--- config.mk ---
export PLATFORM = sky130hd
export DESIGN_NAME = status_event_summary
export DESIGN_NICKNAME = d
export VERILOG_FILES = /design/src/design/status_pkg.sv /design/src/design/error_count.sv /design/src/design/status_event_summary.sv
export SDC_FILE = /design/constraint.sdc
export NUM_CORES = 1
export LEC_CHECK = 0
export BUFFER_PORTS_ARGS = -buffer_cell sky130_fd_sc_hd__buf_2
export CAP_MARGIN = 15
export CORE_ASPECT_RATIO = 0.6
export CORE_MARGIN = 2
export CORE_UTILIZATION = 44
export CTS_CLUSTER_SIZE = 12
export DETAILED_ROUTE_END_ITERATION = 10
export GPL_ROUTABILITY_DRIVEN = 0
export PLACE_DENSITY = 0.85
export SYNTH_ARGS = -nofsm -noshare
export SYNTH_HDL_FRONTEND = slang
export SYNTH_HIERARCHICAL = 1
export SYNTH_SLANG_ARGS = --single-unit
--- constraint.sdc ---
create_clock -name clk -period 1.7 [get_ports clk]
set_clock_uncertainty 0.1 [all_clocks]
set_input_delay 0.34 -clock clk [delete_from_list [all_inputs] [get_ports clk]]
set_output_delay 0.34 -clock clk [all_outputs]
set_load 0.05 [all_outputs]
--- src/design/status_pkg.sv ---
// Constants, types and operation summary for the status event summary block.
// Operation
// RULE1 - Standard event bit 0 is set once all commands up to and including the completion marker have run.
// RULE2 - Standard event bit 2 is set on an empty output read, an unread query overrun, or both buffers full.
// RULE3 - Standard event bit 3 is set on any device-range error or positive error code.
// RULE4 - Standard event bit 4 is set on any execution-range error.
// RULE5 - Standard event bit 5 is set on any command syntax error.
// RULE6 - Standard event bit 7 is set after power-up and holds until the register is read or cleared.
// RULE7 - Summary bit 1 is high while any alarm bit enabled by the alarm mask is set.
// RULE8 - Summary bit 2 is high while the error queue is not empty, and an error query pops one entry.
// RULE9 - Summary bit 3 is high while any questionable bit enabled by its mask is set.
// RULE10 - Summary bit 4 is high while the output buffer holds unread data.
// RULE11 - Summary bit 5 is high while any standard event bit enabled by its mask is set.
// RULE12 - Summary bit 6 is high when any summary bit enabled by the service mask is set, raising a service request.
// RULE13 - Summary bit 7 is high while any operation bit enabled by its mask is set.
// RULE14 - Summary bit 0 and standard event bits 1 and 6 are reserved.
// RULE15 - Reading the standard event register clears it, and reserved bits read as zero.
// RULE16 - Every summary bit is recomputed each cycle from current contents and masks.
package status_pkg;

	localparam int EVT_OPC      = 0;
	localparam int EVT_QUERY    = 2;
	localparam int EVT_DEVICE   = 3;
	localparam int EVT_EXEC     = 4;
	localparam int EVT_CMD      = 5;
	localparam int EVT_POWER    = 7;
	localparam int SUM_ALARM    = 1;
	localparam int SUM_ERRQ     = 2;
	localparam int SUM_QUES     = 3;
	localparam int SUM_MAV      = 4;
	localparam int SUM_EVENT    = 5;
	localparam int SUM_RQS      = 6;
	localparam int SUM_OPER     = 7;
	localparam logic [7:0] EVT_USED_MASK = 8'hBD;
	localparam logic [7:0] SUM_SRE_MASK  = 8'hBF;
	localparam logic [7:0] EVT_RESET     = 8'h80;
	localparam int SYNC_RESET_MASK       = 0;

	// Completion and error class strobes raised by the command parser.
	typedef struct packed {
		logic opc_done;
		logic out_empty_read;
		logic query_overrun;
		logic buffers_full;
		logic device_err;
		logic exec_err;
		logic cmd_err;
	} event_in_type;

	// Host accesses and mask writes.
	typedef struct packed {
		logic       event_read;
		logic       event_clear;
		logic       err_pop;
		logic       ese_write;
		logic       sre_write;
		logic [7:0] mask_data;
	} host_cmd_type;

	// Summary sources from the wider status system.
	typedef struct packed {
		logic [15:0] alarm;
		logic [15:0] alarm_mask;
		logic [15:0] ques;
		logic [15:0] ques_mask;
		logic [15:0] oper;
		logic [15:0] oper_mask;
		logic        out_avail;
	} summary_src_type;

endpackage

--- src/design/error_count.sv ---
// Error queue occupancy counter.
`timescale 1ns/1ps
`default_nettype none
module error_count import status_pkg::*; #(
	parameter int DEPTH = 16
) (
	// Clock and reset.
	input  wire logic clk,
	input  wire logic rst_sync_b,
	// Queue events.
	input  wire logic push,
	input  wire logic pop,
	// Status.
	output logic      not_empty
);
	localparam int W = $clog2(DEPTH + 1);

	typedef struct packed {
		logic [W-1:0] cnt;
	} cnt_state_type;

	cnt_state_type s_q;
	cnt_state_type s_d;

	if (DEPTH < 1) begin : g_bad_depth
		$error("DEPTH must be at least one.");
	end

	// Pop before push so a full queue still takes a new entry when one leaves.
	always_comb begin
		s_d = s_q;
		if (pop && s_q.cnt != '0) begin // see RULE8
			s_d.cnt = s_q.cnt - W'(1);
		end
		if (push && s_d.cnt != W'(DEPTH)) begin
			s_d.cnt = s_d.cnt + W'(1);
		end
	end

	always_ff @(posedge clk or negedge rst_sync_b) begin
		if (!rst_sync_b) begin
			s_q <= '0;
		end else begin
			s_q <= s_d;
		end
	end

	assign not_empty = (s_q.cnt != '0);

endmodule // error_count
`default_nettype wire

--- src/design/status_event_summary.sv ---
// Standard event register and status summary byte.
`timescale 1ns/1ps
`default_nettype none
module status_event_summary import status_pkg::*; #(
	parameter int ERR_DEPTH = 16
) (
	// Clock and reset.
	input  wire logic            clk,
	input  wire logic            rst_b,
	// Event strobes.
	input  wire event_in_type    evt,
	input  wire logic            err_push,
	// Host commands.
	input  wire host_cmd_type    cmd,
	// Summary sources.
	input  wire summary_src_type src,
	// Register views.
	output logic [7:0]           std_event_flags,
	output logic [7:0]           service_summary_byte,
	output logic                 service_request
);

	////////////////////////////////////////////////////////////////////////////
	// Reset release.

	logic [1:0] rst_sync_q;
	logic       rst_sync_b;

	always_ff @(posedge clk or negedge rst_b) begin
		if (!rst_b) begin
			rst_sync_q <= '0;
		end else begin
			rst_sync_q <= {rst_sync_q[0], 1'b1};
		end
	end

	assign rst_sync_b = rst_sync_q[1];

	////////////////////////////////////////////////////////////////////////////
	// Error queue.

	logic err_not_empty;

	error_count #(
		.DEPTH (ERR_DEPTH)
	) u_err (
		.clk        (clk),
		.rst_sync_b (rst_sync_b),
		.push       (err_push),
		.pop        (cmd.err_pop),
		.not_empty  (err_not_empty)
	);

	////////////////////////////////////////////////////////////////////////////
	// State.

	typedef struct packed {
		logic [7:0] ev;
		logic [7:0] ese;
		logic [7:0] sre;
		logic [7:0] stb;
		logic       srq;
	} state_type;

	state_type s_q;
	state_type s_d;
	logic [7:0] ev_set;
	logic [7:0] sum;

	function automatic logic any_masked(input logic [15:0] v, input logic [15:0] m);
		return |(v & m);
	endfunction

	always_comb begin
		ev_set = '0;
		ev_set[EVT_OPC]    = evt.opc_done; // see RULE1
		ev_set[EVT_QUERY]  = evt.out_empty_read | evt.query_overrun
			| evt.buffers_full; // see RULE2
		ev_set[EVT_DEVICE] = evt.device_err; // see RULE3
		ev_set[EVT_EXEC]   = evt.exec_err; // see RULE4
		ev_set[EVT_CMD]    = evt.cmd_err; // see RULE5
		s_d = s_q;
		// A read clears the flags, but an event in the same cycle survives.
		if (cmd.event_read || cmd.event_clear) begin
			s_d.ev = '0; // see RULE15, RULE6
		end
		s_d.ev = (s_d.ev | ev_set) & EVT_USED_MASK; // see RULE14
		if (cmd.ese_write) begin
			s_d.ese = cmd.mask_data & EVT_USED_MASK;
		end
		if (cmd.sre_write) begin
			s_d.sre = cmd.mask_data & SUM_SRE_MASK;
		end
		sum = '0;
		sum[SUM_ALARM] = any_masked(src.alarm, src.alarm_mask); // see RULE7
		sum[SUM_ERRQ]  = err_not_empty; // see RULE8
		sum[SUM_QUES]  = any_masked(src.ques, src.ques_mask); // see RULE9
		sum[SUM_MAV]   = src.out_avail; // see RULE10
		sum[SUM_EVENT] = |(s_q.ev & s_q.ese); // see RULE11
		sum[SUM_OPER]  = any_masked(src.oper, src.oper_mask); // see RULE13
		sum[SUM_RQS]   = |(sum & s_q.sre); // see RULE12
		s_d.stb = sum; // see RULE16
		s_d.srq = sum[SUM_RQS];
	end

	always_ff @(posedge clk or negedge rst_sync_b) begin
		if (!rst_sync_b) begin
			s_q <= '{ev: EVT_RESET, default: '0}; // see RULE6
		end else begin
			s_q <= s_d;
		end
	end

	assign std_event_flags      = s_q.ev;
	assign service_summary_byte = s_q.stb;
	assign service_request      = s_q.srq;
endmodule // status_event_summary
`default_nettype wire

==> flow_summary.html, run 1 <==
<table>
<tr><th>Metric</th><th>Value</th></tr>
<tr><th colspan="2">Worst setup path</th></tr>
<tr><td>Crit path launch type</td><td>flop</td></tr>
<tr><td>Worst R2R Start</td><td>u_err/s_q[0]</td></tr>
<tr><td>Worst Setup SP</td><td>u_err/s_q[0]</td></tr>
<tr><td>End of the worst register-to-register path</td><td>u_err/s_q[4]</td></tr>
<tr><td>Category of the most critical setup path</td><td>flop to flop</td></tr>
<tr><td>Crit end category</td><td>flop</td></tr>
<tr><td>Maximum net fanout on the critical path</td><td>2</td></tr>
<tr><td>Max stage delay on crit path</td><td>roughly 0.49 ns</td></tr>
<tr><td>Highest-delay cell along the critical path</td><td>sky130_fd_sc_hd__or4_4</td></tr>
<tr><td>Critical path cell sequence</td><td>inv_4 &gt; ha_4 &gt; or4_4 &gt; a211oi_2 &gt; mux2_4 &gt; a21oi_2</td></tr>
<tr><td>Arrival time at the worst endpoint</td><td>approximately 2.1 ns</td></tr>
<tr><td>Flop-to-flop setup slack</td><td>-0.27 ns</td></tr>
<tr><td>Required arrival time at the worst endpoint</td><td>~1.8 ns</td></tr>
<tr><td>Length in cells of the worst reg-to-reg path</td><td>6</td></tr>
<tr><th colspan="2">Synthesis</th></tr>
<tr><td>Share of flip-flops with an asynchronous set or reset</td><td>1.00</td></tr>
<tr><td>Syn Area/Cell</td><td>approximately 11 µm²</td></tr>
<tr><td>Sequential-to-total area share from yosys stat</td><td>0.432</td></tr>
<tr><td>Count of synthesis-stage warnings from yosys</td><td>6</td></tr>
<tr><td>Unique masters post-synth</td><td>41</td></tr>
<tr><td>Number of synthesized flops with an enable pin</td><td>0</td></tr>
<tr><td>Synth Instances</td><td>approximately 170</td></tr>
<tr><td>Synthesized cell area</td><td>between 1500 and 2000 µm²</td></tr>
<tr><td>Synthesized flop and latch total</td><td>32</td></tr>
<tr><td>Main synth FF type</td><td>sky130_fd_sc_hd__dfrtp_1</td></tr>
<tr><th colspan="2">Drt</th></tr>
<tr><td>Amount of wire on met3 after detailed routing</td><td>around 400 µm</td></tr>
<tr><td>Residual antenna-violating net count after detailed routing</td><td>0</td></tr>
<tr><td>Wire length on met1</td><td>2310 µm</td></tr>
<tr><td>Number of DRC violations after detailed-routing iteration 0</td><td>between 100 and 150</td></tr>
<tr><td>Average routed wire per standard cell</td><td>~14 µm</td></tr>
<tr><td>Remaining DRCs</td><td>0</td></tr>
<tr><td>Via count</td><td>between 1.5k and 2k</td></tr>
<tr><td>Max Used Layer</td><td>met4</td></tr>
<tr><td>Vias per Instance</td><td>between 5 and 6</td></tr>
<tr><td>Overall routed net length</td><td>a little under 5000 µm</td></tr>
<tr><td>Number of detailed-route iterations in the first pass</td><td>4</td></tr>
<tr><td>DR WL met2</td><td>around 2200 µm</td></tr>
<tr><th colspan="2">Power</th></tr>
<tr><td>Worst VDD drop</td><td>0.651 mV</td></tr>
<tr><td>Static power due to leakage</td><td>between 1 and 1.5 nW</td></tr>
<tr><td>Power density over the cells</td><td>approximately 1200 nW/µm²</td></tr>
<tr><th colspan="2">STA</th></tr>
<tr><td>Setup repair after global routing missed its margin</td><td>yes</td></tr>
<tr><td>Maximum clock frequency</td><td>0.507 GHz</td></tr>
<tr><td>Final setup violating endpoints</td><td>4</td></tr>
<tr><td>Hold violation total from the final report</td><td>0</td></tr>
<tr><td>Final Slew Violations</td><td>0</td></tr>
<tr><td>Post-route clock period utilization</td><td>1.16</td></tr>
<tr><td>Clock period minus final worst setup slack</td><td>between 1.5 and 2 ns</td></tr>
<tr><td>Min setup slack post-route</td><td>-0.271 ns</td></tr>
<tr><th colspan="2">Run</th></tr>
<tr><td>Max capacitance violation total</td><td>0</td></tr>
<tr><th colspan="2">GRT</th></tr>
<tr><td>Global-route usage over all layers</td><td>0.227</td></tr>
<tr><td>Antenna violations before repair</td><td>0</td></tr>
<tr><td>Maximum number of pins on one net before global-route repair</td><td>31</td></tr>
<tr><td>Remaining global-route overflow</td><td>0</td></tr>
<tr><td>Via count of the first global-routing pass</td><td>1,803</td></tr>
<tr><td>Global-route wire length before repair</td><td>about 8000 µm</td></tr>
<tr><th colspan="2">Cells and area</th></tr>
<tr><td>Final standard cell utilization of the core</td><td>0.666</td></tr>
<tr><td>Count of filler cells inserted in the layout</td><td>about 350</td></tr>
<tr><td>Sequential cell area in the final layout</td><td>about 800 µm²</td></tr>
<tr><td>P&amp;R area growth vs syn</td><td>46.3%</td></tr>
<tr><td>Count of nets after finishing</td><td>between 400 and 500</td></tr>
<tr><td>Total area of multi-input combinational cells</td><td>~920 µm²</td></tr>
<tr><td>Antenna Cells</td><td>0</td></tr>
<tr><td>Share of cells above drive strength 1</td><td>0.598</td></tr>
<tr><td>Final design instance area without fill</td><td>roughly 2700 µm²</td></tr>
<tr><th colspan="2">Clocking</th></tr>
<tr><td>Number of setup buffers added after CTS</td><td>0</td></tr>
<tr><td>Number of sinks driven by the clock tree</td><td>32</td></tr>
<tr><td>Number of buffers created by CTS</td><td>5</td></tr>
<tr><td>Clock tree from TritonCTS</td><td>yes</td></tr>
<tr><td>Clock transition at the registers of the reported paths</td><td>0.07 ns</td></tr>
<tr><td>Clock Latency Late Sink</td><td>between 0.2 and 0.3 ns</td></tr>
<tr><td>Count of H-tree levels built during CTS</td><td>2</td></tr>
<tr><td>Maximum number of buffers from clock root to sink</td><td>2</td></tr>
<tr><td>Cell at the root of the clock tree</td><td>sky130_fd_sc_hd__clkbuf_8</td></tr>
<tr><th colspan="2">Floorplan</th></tr>
<tr><td>Die area</td><td>approximately 4800 µm²</td></tr>
<tr><td>Site Rows</td><td>18</td></tr>
<tr><td>Floorplan Core Area</td><td>~4100 µm²</td></tr>
<tr><td>Die outline width</td><td>just under 90 µm</td></tr>
<tr><td>Vertical die dimension</td><td>about 54 µm</td></tr>
<tr><td>Top-level I/O count</td><td>137</td></tr>
<tr><td>Effective utilization at floorplan</td><td>0.455</td></tr>
<tr><th colspan="2">Min path</th></tr>
<tr><td>End point of the most critical hold path</td><td>service_summary_byte[4]</td></tr>
<tr><td>Type of the tightest min-delay check</td><td>input pin to flop</td></tr>
<tr><td>HP Start</td><td>src[0]</td></tr>
<tr><td>Number of instances on the worst hold path</td><td>1</td></tr>
<tr><th colspan="2">Run status</th></tr>
<tr><td>Result of the run</td><td>complete, but fails checks</td></tr>
<tr><td>Violated checks</td><td>negative setup slack</td></tr>
<tr><th colspan="2">Place</th></tr>
<tr><td>Placed Instance Area</td><td>about 2600 µm²</td></tr>
<tr><td>Number of buffer cells added on primary ports</td><td>132</td></tr>
<tr><td>Detailed-placement wirelength estimate</td><td>about 4200 µm</td></tr>
</table>
==> how the worst max path moves through the flow <==
stage                              end  slack, ns  depth (start not counted)
after CTS                 u_err/s_q[4]      -0.30                          6
after global placement    u_err/s_q[4]      -0.25                          6
after floorplan           u_err/s_q[4]      -0.34                          7
after global routing      u_err/s_q[4]      -0.31                          6
after detailed placement  u_err/s_q[4]      -0.28                          6
final                     u_err/s_q[4]      -0.27                          6
==> report_power, final <==
group	switching, mW	leakage [nW]	internal [mW]	total (mW)
registers	0.0880	0.355	0.876	0.964
clock network	0.303	0.0541	0.433	0.736
logic	0.739	0.921	0.718	1.46
total	1.13	1.33	2.03	3.16
==> flip-flops by register name, indices dropped and copies added (netlist names) <==
name,cells
std_event_flags,6
u_err/s_q,5
s_q,12
rst_sync_q,2
service_summary_byte,7
==> stage by stage <==
stage | power (mW) | worst slack [ns] | hold WS [ns] | std cells | setup TNS [ns]
floorplan | 1.92 | -0.339 | -0.0556 | 167 | -0.656
global placement | 2.31 | -0.252 | 0.0263 | 352 | -0.716
detailed placement | 2.35 | -0.281 | 0.0273 | 352 | -0.827
CTS | 3.09 | -0.296 | 0.0722 | 361 | -0.841
global route | 3.35 | -0.306 | 0.0645 | 361 | -1.04
finish | 3.16 | -0.271 | 0.0770 | 361 | -0.811
==> routing by layer <==
| metal | track usage | vias to the layer above |
|---|---|---|
| met3 | 0.0784 | 5 |
| li1 | - | 881 |
| met4 | 0.0462 | 0 |
| met2 | 0.388 | 80 |
| met1 | 0.285 | 851 |
| met5 | 0 | - |
==> critical path, delay by kind of cell, from the launching register on <==
kind	cells	cell delay [ns]
AND/OR/NAND/NOR	1	0.49
multiplexers	1	0.32
flip-flops	1	0.41
adder cells (fa/ha/maj)	1	0.20
buffers and inverters	1	0.07
AO/OA/AOI/OAI	2	0.31
==> cells in the final DEF, fill, tap and decap left out, drive strengths merged, types with 2 or more instances in the layout <==
cell    instances
a211oi          2
a21o            4
a21oi           4
a221oi         12
a22o           13
a22oi           4
buf           146
clkbuf          5
conb            4
dfrtp          31
inv             6
mux2           13
nand2           8
nand3           5
nand4           4
nor2            8
o21ai           5
or4             2
xnor2           6
==> area by class of cell <==
| cell class | count | share of cell area |
|---|---|---|
| clock buffers | 5 | 0.0253 |
| clock inverters | 3 | 0.0157 |
| inverters | 6 | 0.00921 |
| multi-input cells | 108 | 0.340 |
| flip-flops and latches | 32 | 0.295 |
| well taps | 60 | 0.0276 |
| repair buffers | 147 | 0.287 |
==> cell families (layout without fill, tap and decap cells) <==
logic type | count (synthesis) | after routing | share of synthesized area
compound gates | 52 | 52 | 0.253
flops | 32 | 32 | 0.432
simple gates | 31 | 31 | 0.0950
buf+inv | 27 | 161 | 0.0970
mux | 13 | 13 | 0.0788
xor+xnor | 7 | 7 | 0.0330
other cells | 2 | 4 | 0.00404
fa+ha+maj | 1 | 1 | 0.00674
==> cell usage after synthesis, types with 5 or more instances <==
cell / number / area, µm²
sky130_fd_sc_hd__a221oi_2: 8 / 120
sky130_fd_sc_hd__a22o_1: 12 / 105
sky130_fd_sc_hd__buf_4: 17 / 128
sky130_fd_sc_hd__dfrtp_1: 31 / 776
sky130_fd_sc_hd__mux2_1: 13 / 146
sky130_fd_sc_hd__nand2_1: 8 / 30.0
sky130_fd_sc_hd__nand3_1: 5 / 25.0
sky130_fd_sc_hd__nor2_1: 6 / 22.5
sky130_fd_sc_hd__o21ai_0: 5 / 25.0
sky130_fd_sc_hd__xnor2_1: 6 / 52.6
==> what timing repair did <==
action / CTS / global route
hold buffers: 1 / 0
gates resized for setup: 1 / 7
setup endpoints to repair: 4 / 5
endpoints found under the hold margin: 2 / 0
pin swaps: 2 / 2
Note: power is estimated with default switching activity, not from simulation.
==> run 2, diff against run 1 <==
BUFFER_PORTS_ARGS = unset   (was -buffer_cell sky130_fd_sc_hd__buf_2)
CORE_UTILIZATION = 60   (was 44)
DONT_BUFFER_PORTS = 1   (was unset)
PLACE_DENSITY = 0.75   (was 0.85)
==> flow_summary.html, run 2 (same netlist as run 1, synthesis figures left out) <==
<table>
<tr><th>Metric</th><th>Value</th></tr>
<tr><th colspan="2">Run status</th></tr>
<tr><td>Result of the run</td><td>complete, but fails checks</td></tr>
<tr><td>Violated checks</td><td>negative setup slack</td></tr>
<tr><th colspan="2">Place</th></tr>
<tr><td>Number of buffer cells added on primary ports</td><td>0</td></tr>
<tr><td>Setup Slack @ Placement</td><td>-0.365 ns</td></tr>
<tr><td>Detailed-placement wirelength estimate</td><td>3620 µm</td></tr>
<tr><th colspan="2">Worst setup path</th></tr>
<tr><td>Worst Path Buf+Inv</td><td>1</td></tr>
<tr><td>Required arrival time at the worst endpoint</td><td>1.81 ns</td></tr>
<tr><td>Maximum net fanout on the critical path</td><td>2</td></tr>
<tr><td>Crit path launch type</td><td>flop</td></tr>
<tr><td>Category of the most critical setup path</td><td>flop to flop</td></tr>
<tr><td>Max stage delay on crit path</td><td>0.50 ns</td></tr>
<tr><td>Arrival time at the worst endpoint</td><td>between 2 and 2.5 ns</td></tr>
<tr><td>Family of cells with the greatest summed delay on the critical path</td><td>simple AND/OR/NAND/NOR gates</td></tr>
<tr><td>Highest-delay cell along the critical path</td><td>sky130_fd_sc_hd__or4_4</td></tr>
<tr><td>Crit end category</td><td>flop</td></tr>
<tr><td>Critical path cell sequence</td><td>inv_4 &gt; ha_4 &gt; or4_4 &gt; a211oi_2 &gt; mux2_4 &gt; a21oi_2</td></tr>
<tr><th colspan="2">GRT</th></tr>
<tr><td>Global-route wire length before repair</td><td>between 6000 and 7000 µm</td></tr>
<tr><td>Maximum number of pins on one net before global-route repair</td><td>31</td></tr>
<tr><td>Antenna violations before repair</td><td>0</td></tr>
<tr><td>Remaining global-route overflow</td><td>0</td></tr>
<tr><td>Global-route usage over all layers</td><td>0.268</td></tr>
<tr><td>Via count of the first global-routing pass</td><td>between 1k and 1.5k</td></tr>
<tr><th colspan="2">Cells and area</th></tr>
<tr><td>Antenna Cells</td><td>0</td></tr>
<tr><td>Sequential cell area in the final layout</td><td>802 µm²</td></tr>
<tr><td>Total area of multi-input combinational cells</td><td>between 900 and 1000 µm²</td></tr>
<tr><td>Share of cells above drive strength 1</td><td>0.305</td></tr>
<tr><td>Commonest non-fill, non-tap cells in the layout</td><td>31 x sky130_fd_sc_hd__dfrtp_1, 20 x sky130_fd_sc_hd__buf_4, 12 x sky130_fd_sc_hd__a22o_1, 12 x sky130_fd_sc_hd__mux2_1, 8 x sky130_fd_sc_hd__a221oi_2</td></tr>
<tr><td>Top register by number of flip-flops</td><td>s_q</td></tr>
<tr><td>Most frequent standard cell in the layout excluding fill and tap cells</td><td>sky130_fd_sc_hd__dfrtp_1</td></tr>
<tr><td>Count of nets after finishing</td><td>a little under 300</td></tr>
<tr><td>Final standard cell utilization of the core</td><td>0.716</td></tr>
<tr><td>Count of filler cells inserted in the layout</td><td>about 210</td></tr>
<tr><td>Number of flip-flops in the largest register</td><td>12</td></tr>
<tr><td>P&amp;R area growth vs syn</td><td>12.1%</td></tr>
<tr><th colspan="2">Drt</th></tr>
<tr><td>Residual antenna-violating net count after detailed routing</td><td>0</td></tr>
<tr><td>Number of DRC violations after detailed-routing iteration 0</td><td>~140</td></tr>
<tr><td>Vias per Instance</td><td>about 6.4</td></tr>
<tr><td>Overall routed net length</td><td>roughly 4400 µm</td></tr>
<tr><td>Number of detailed-route iterations in the first pass</td><td>4</td></tr>
<tr><td>Average routed wire per standard cell</td><td>between 15 and 20 µm</td></tr>
<tr><td>Remaining DRCs</td><td>0</td></tr>
<tr><td>Via count</td><td>between 1k and 1.5k</td></tr>
<tr><th colspan="2">Clocking</th></tr>
<tr><td>Cell at the root of the clock tree</td><td>sky130_fd_sc_hd__clkbuf_8</td></tr>
<tr><td>Clock tree from TritonCTS</td><td>yes</td></tr>
<tr><td>Number of buffers created by CTS</td><td>5</td></tr>
<tr><td>Clock transition at the registers of the reported paths</td><td>around 0.07 ns</td></tr>
<tr><td>Maximum number of buffers from clock root to sink</td><td>2</td></tr>
<tr><td>Number of sinks driven by the clock tree</td><td>32</td></tr>
<tr><td>Clock Latency Late Sink</td><td>around 0.28 ns</td></tr>
<tr><td>Count of H-tree levels built during CTS</td><td>2</td></tr>
<tr><th colspan="2">Floorplan</th></tr>
<tr><td>Die area</td><td>3570 µm²</td></tr>
<tr><td>Die outline width</td><td>75.8 µm</td></tr>
<tr><td>Floorplan Core Area</td><td>approximately 2900 µm²</td></tr>
<tr><td>Top-level I/O count</td><td>137</td></tr>
<tr><td>Vertical die dimension</td><td>47.1 µm</td></tr>
<tr><td>Site Rows</td><td>15</td></tr>
<tr><td>Effective utilization at floorplan</td><td>0.638</td></tr>
<tr><th colspan="2">STA</th></tr>
<tr><td>WHS</td><td>0.0415 ns</td></tr>
<tr><td>Final Slew Violations</td><td>0</td></tr>
<tr><td>Hold violation total from the final report</td><td>0</td></tr>
<tr><td>Setup repair after global routing missed its margin</td><td>yes</td></tr>
<tr><td>Final setup violating endpoints</td><td>4</td></tr>
<tr><td>Maximum clock frequency</td><td>about 0.49 GHz</td></tr>
<tr><td>Post-route clock period utilization</td><td>1.21</td></tr>
<tr><td>Clock period minus final worst setup slack</td><td>slightly above 2 ns</td></tr>
<tr><td>Min setup slack post-route</td><td>-0.362 ns</td></tr>
<tr><th colspan="2">Power</th></tr>
<tr><td>Worst VDD drop</td><td>around 0.77 mV</td></tr>
<tr><td>Static power due to leakage</td><td>roughly 0.85 nW</td></tr>
<tr><td>Total design power</td><td>just under 3 mW</td></tr>
<tr><td>Power density over the cells</td><td>around 1400 nW/µm²</td></tr>
<tr><th colspan="2">Min path</th></tr>
<tr><td>Type of the tightest min-delay check</td><td>input pin to flop</td></tr>
<tr><th colspan="2">Run</th></tr>
<tr><td>Max capacitance violation total</td><td>0</td></tr>
</table>
-- run 2: worst paths after layout --
kind	startpoint	end	slack [ns]	depth (start not counted)
worst max-delay path	u_err/s_q[0]	u_err/s_q[4]	-0.36	6
worst min-delay path	evt[1]	std_event_flags[4]	0.04	1
worst max register to register	u_err/s_q[0]	u_err/s_q[4]	-0.36	6
worst min register to register	rst_sync_q[1]	u_err/s_q[4]	0.15	1
max in group asynchronous	rst_sync_q[1]	std_event_flags[7]	1.03	1
min in group asynchronous	rst_sync_q[1]	u_err/s_q[4]	0.15	1
-- run 2: where the power goes --
part / leakage [nW] / switching, mW / internal (mW)
logic: 0.452 / 0.652 / 0.648
registers: 0.355 / 0.127 / 0.875
clock network: 0.0434 / 0.285 / 0.327
-- run 2: repair_timing --
action / CTS / global route
hold buffers: 2 / 0
gates resized for setup: 3 / 3
pin swaps: 2 / 1
cloned: 0 / 0
endpoints found under the hold margin: 3 / 0
setup buffers: 1 / 1
endpoints found under the setup margin: 4 / 6
-- run 2: metal layers --
| layer | track usage | wire [µm] | vias up |
|---|---|---|---|
| li1 | - | - | 630 |
| met3 | 0.0687 | 394 | 13 |
| met1 | 0.339 | 1790 | 661 |
| met5 | 0 | 0 | - |
| met4 | 0.123 | 89 | 0 |
| met2 | 0.441 | 2100 | 90 |
-- run 2: area by class of cell --
class | count | share of cell area
multi-input combinational | 108 | 0.444
sequential | 32 | 0.385
timing repair buffer | 23 | 0.0871
clock buffer | 6 | 0.0397
tap | 42 | 0.0252
inverter | 6 | 0.0120
clock inverter | 2 | 0.00721
-- run 2: per-stage QoR --
stage / instances / cell area [µm²] / TNS [ns]
after global placement: 207 / 1920 / -0.725
final: 219 / 2080 / -0.989
after CTS: 218 / 2060 / -0.960
after floorplan: 167 / 1890 / -0.656
after global routing: 219 / 2080 / -1.24
after detailed placement: 207 / 1920 / -0.982
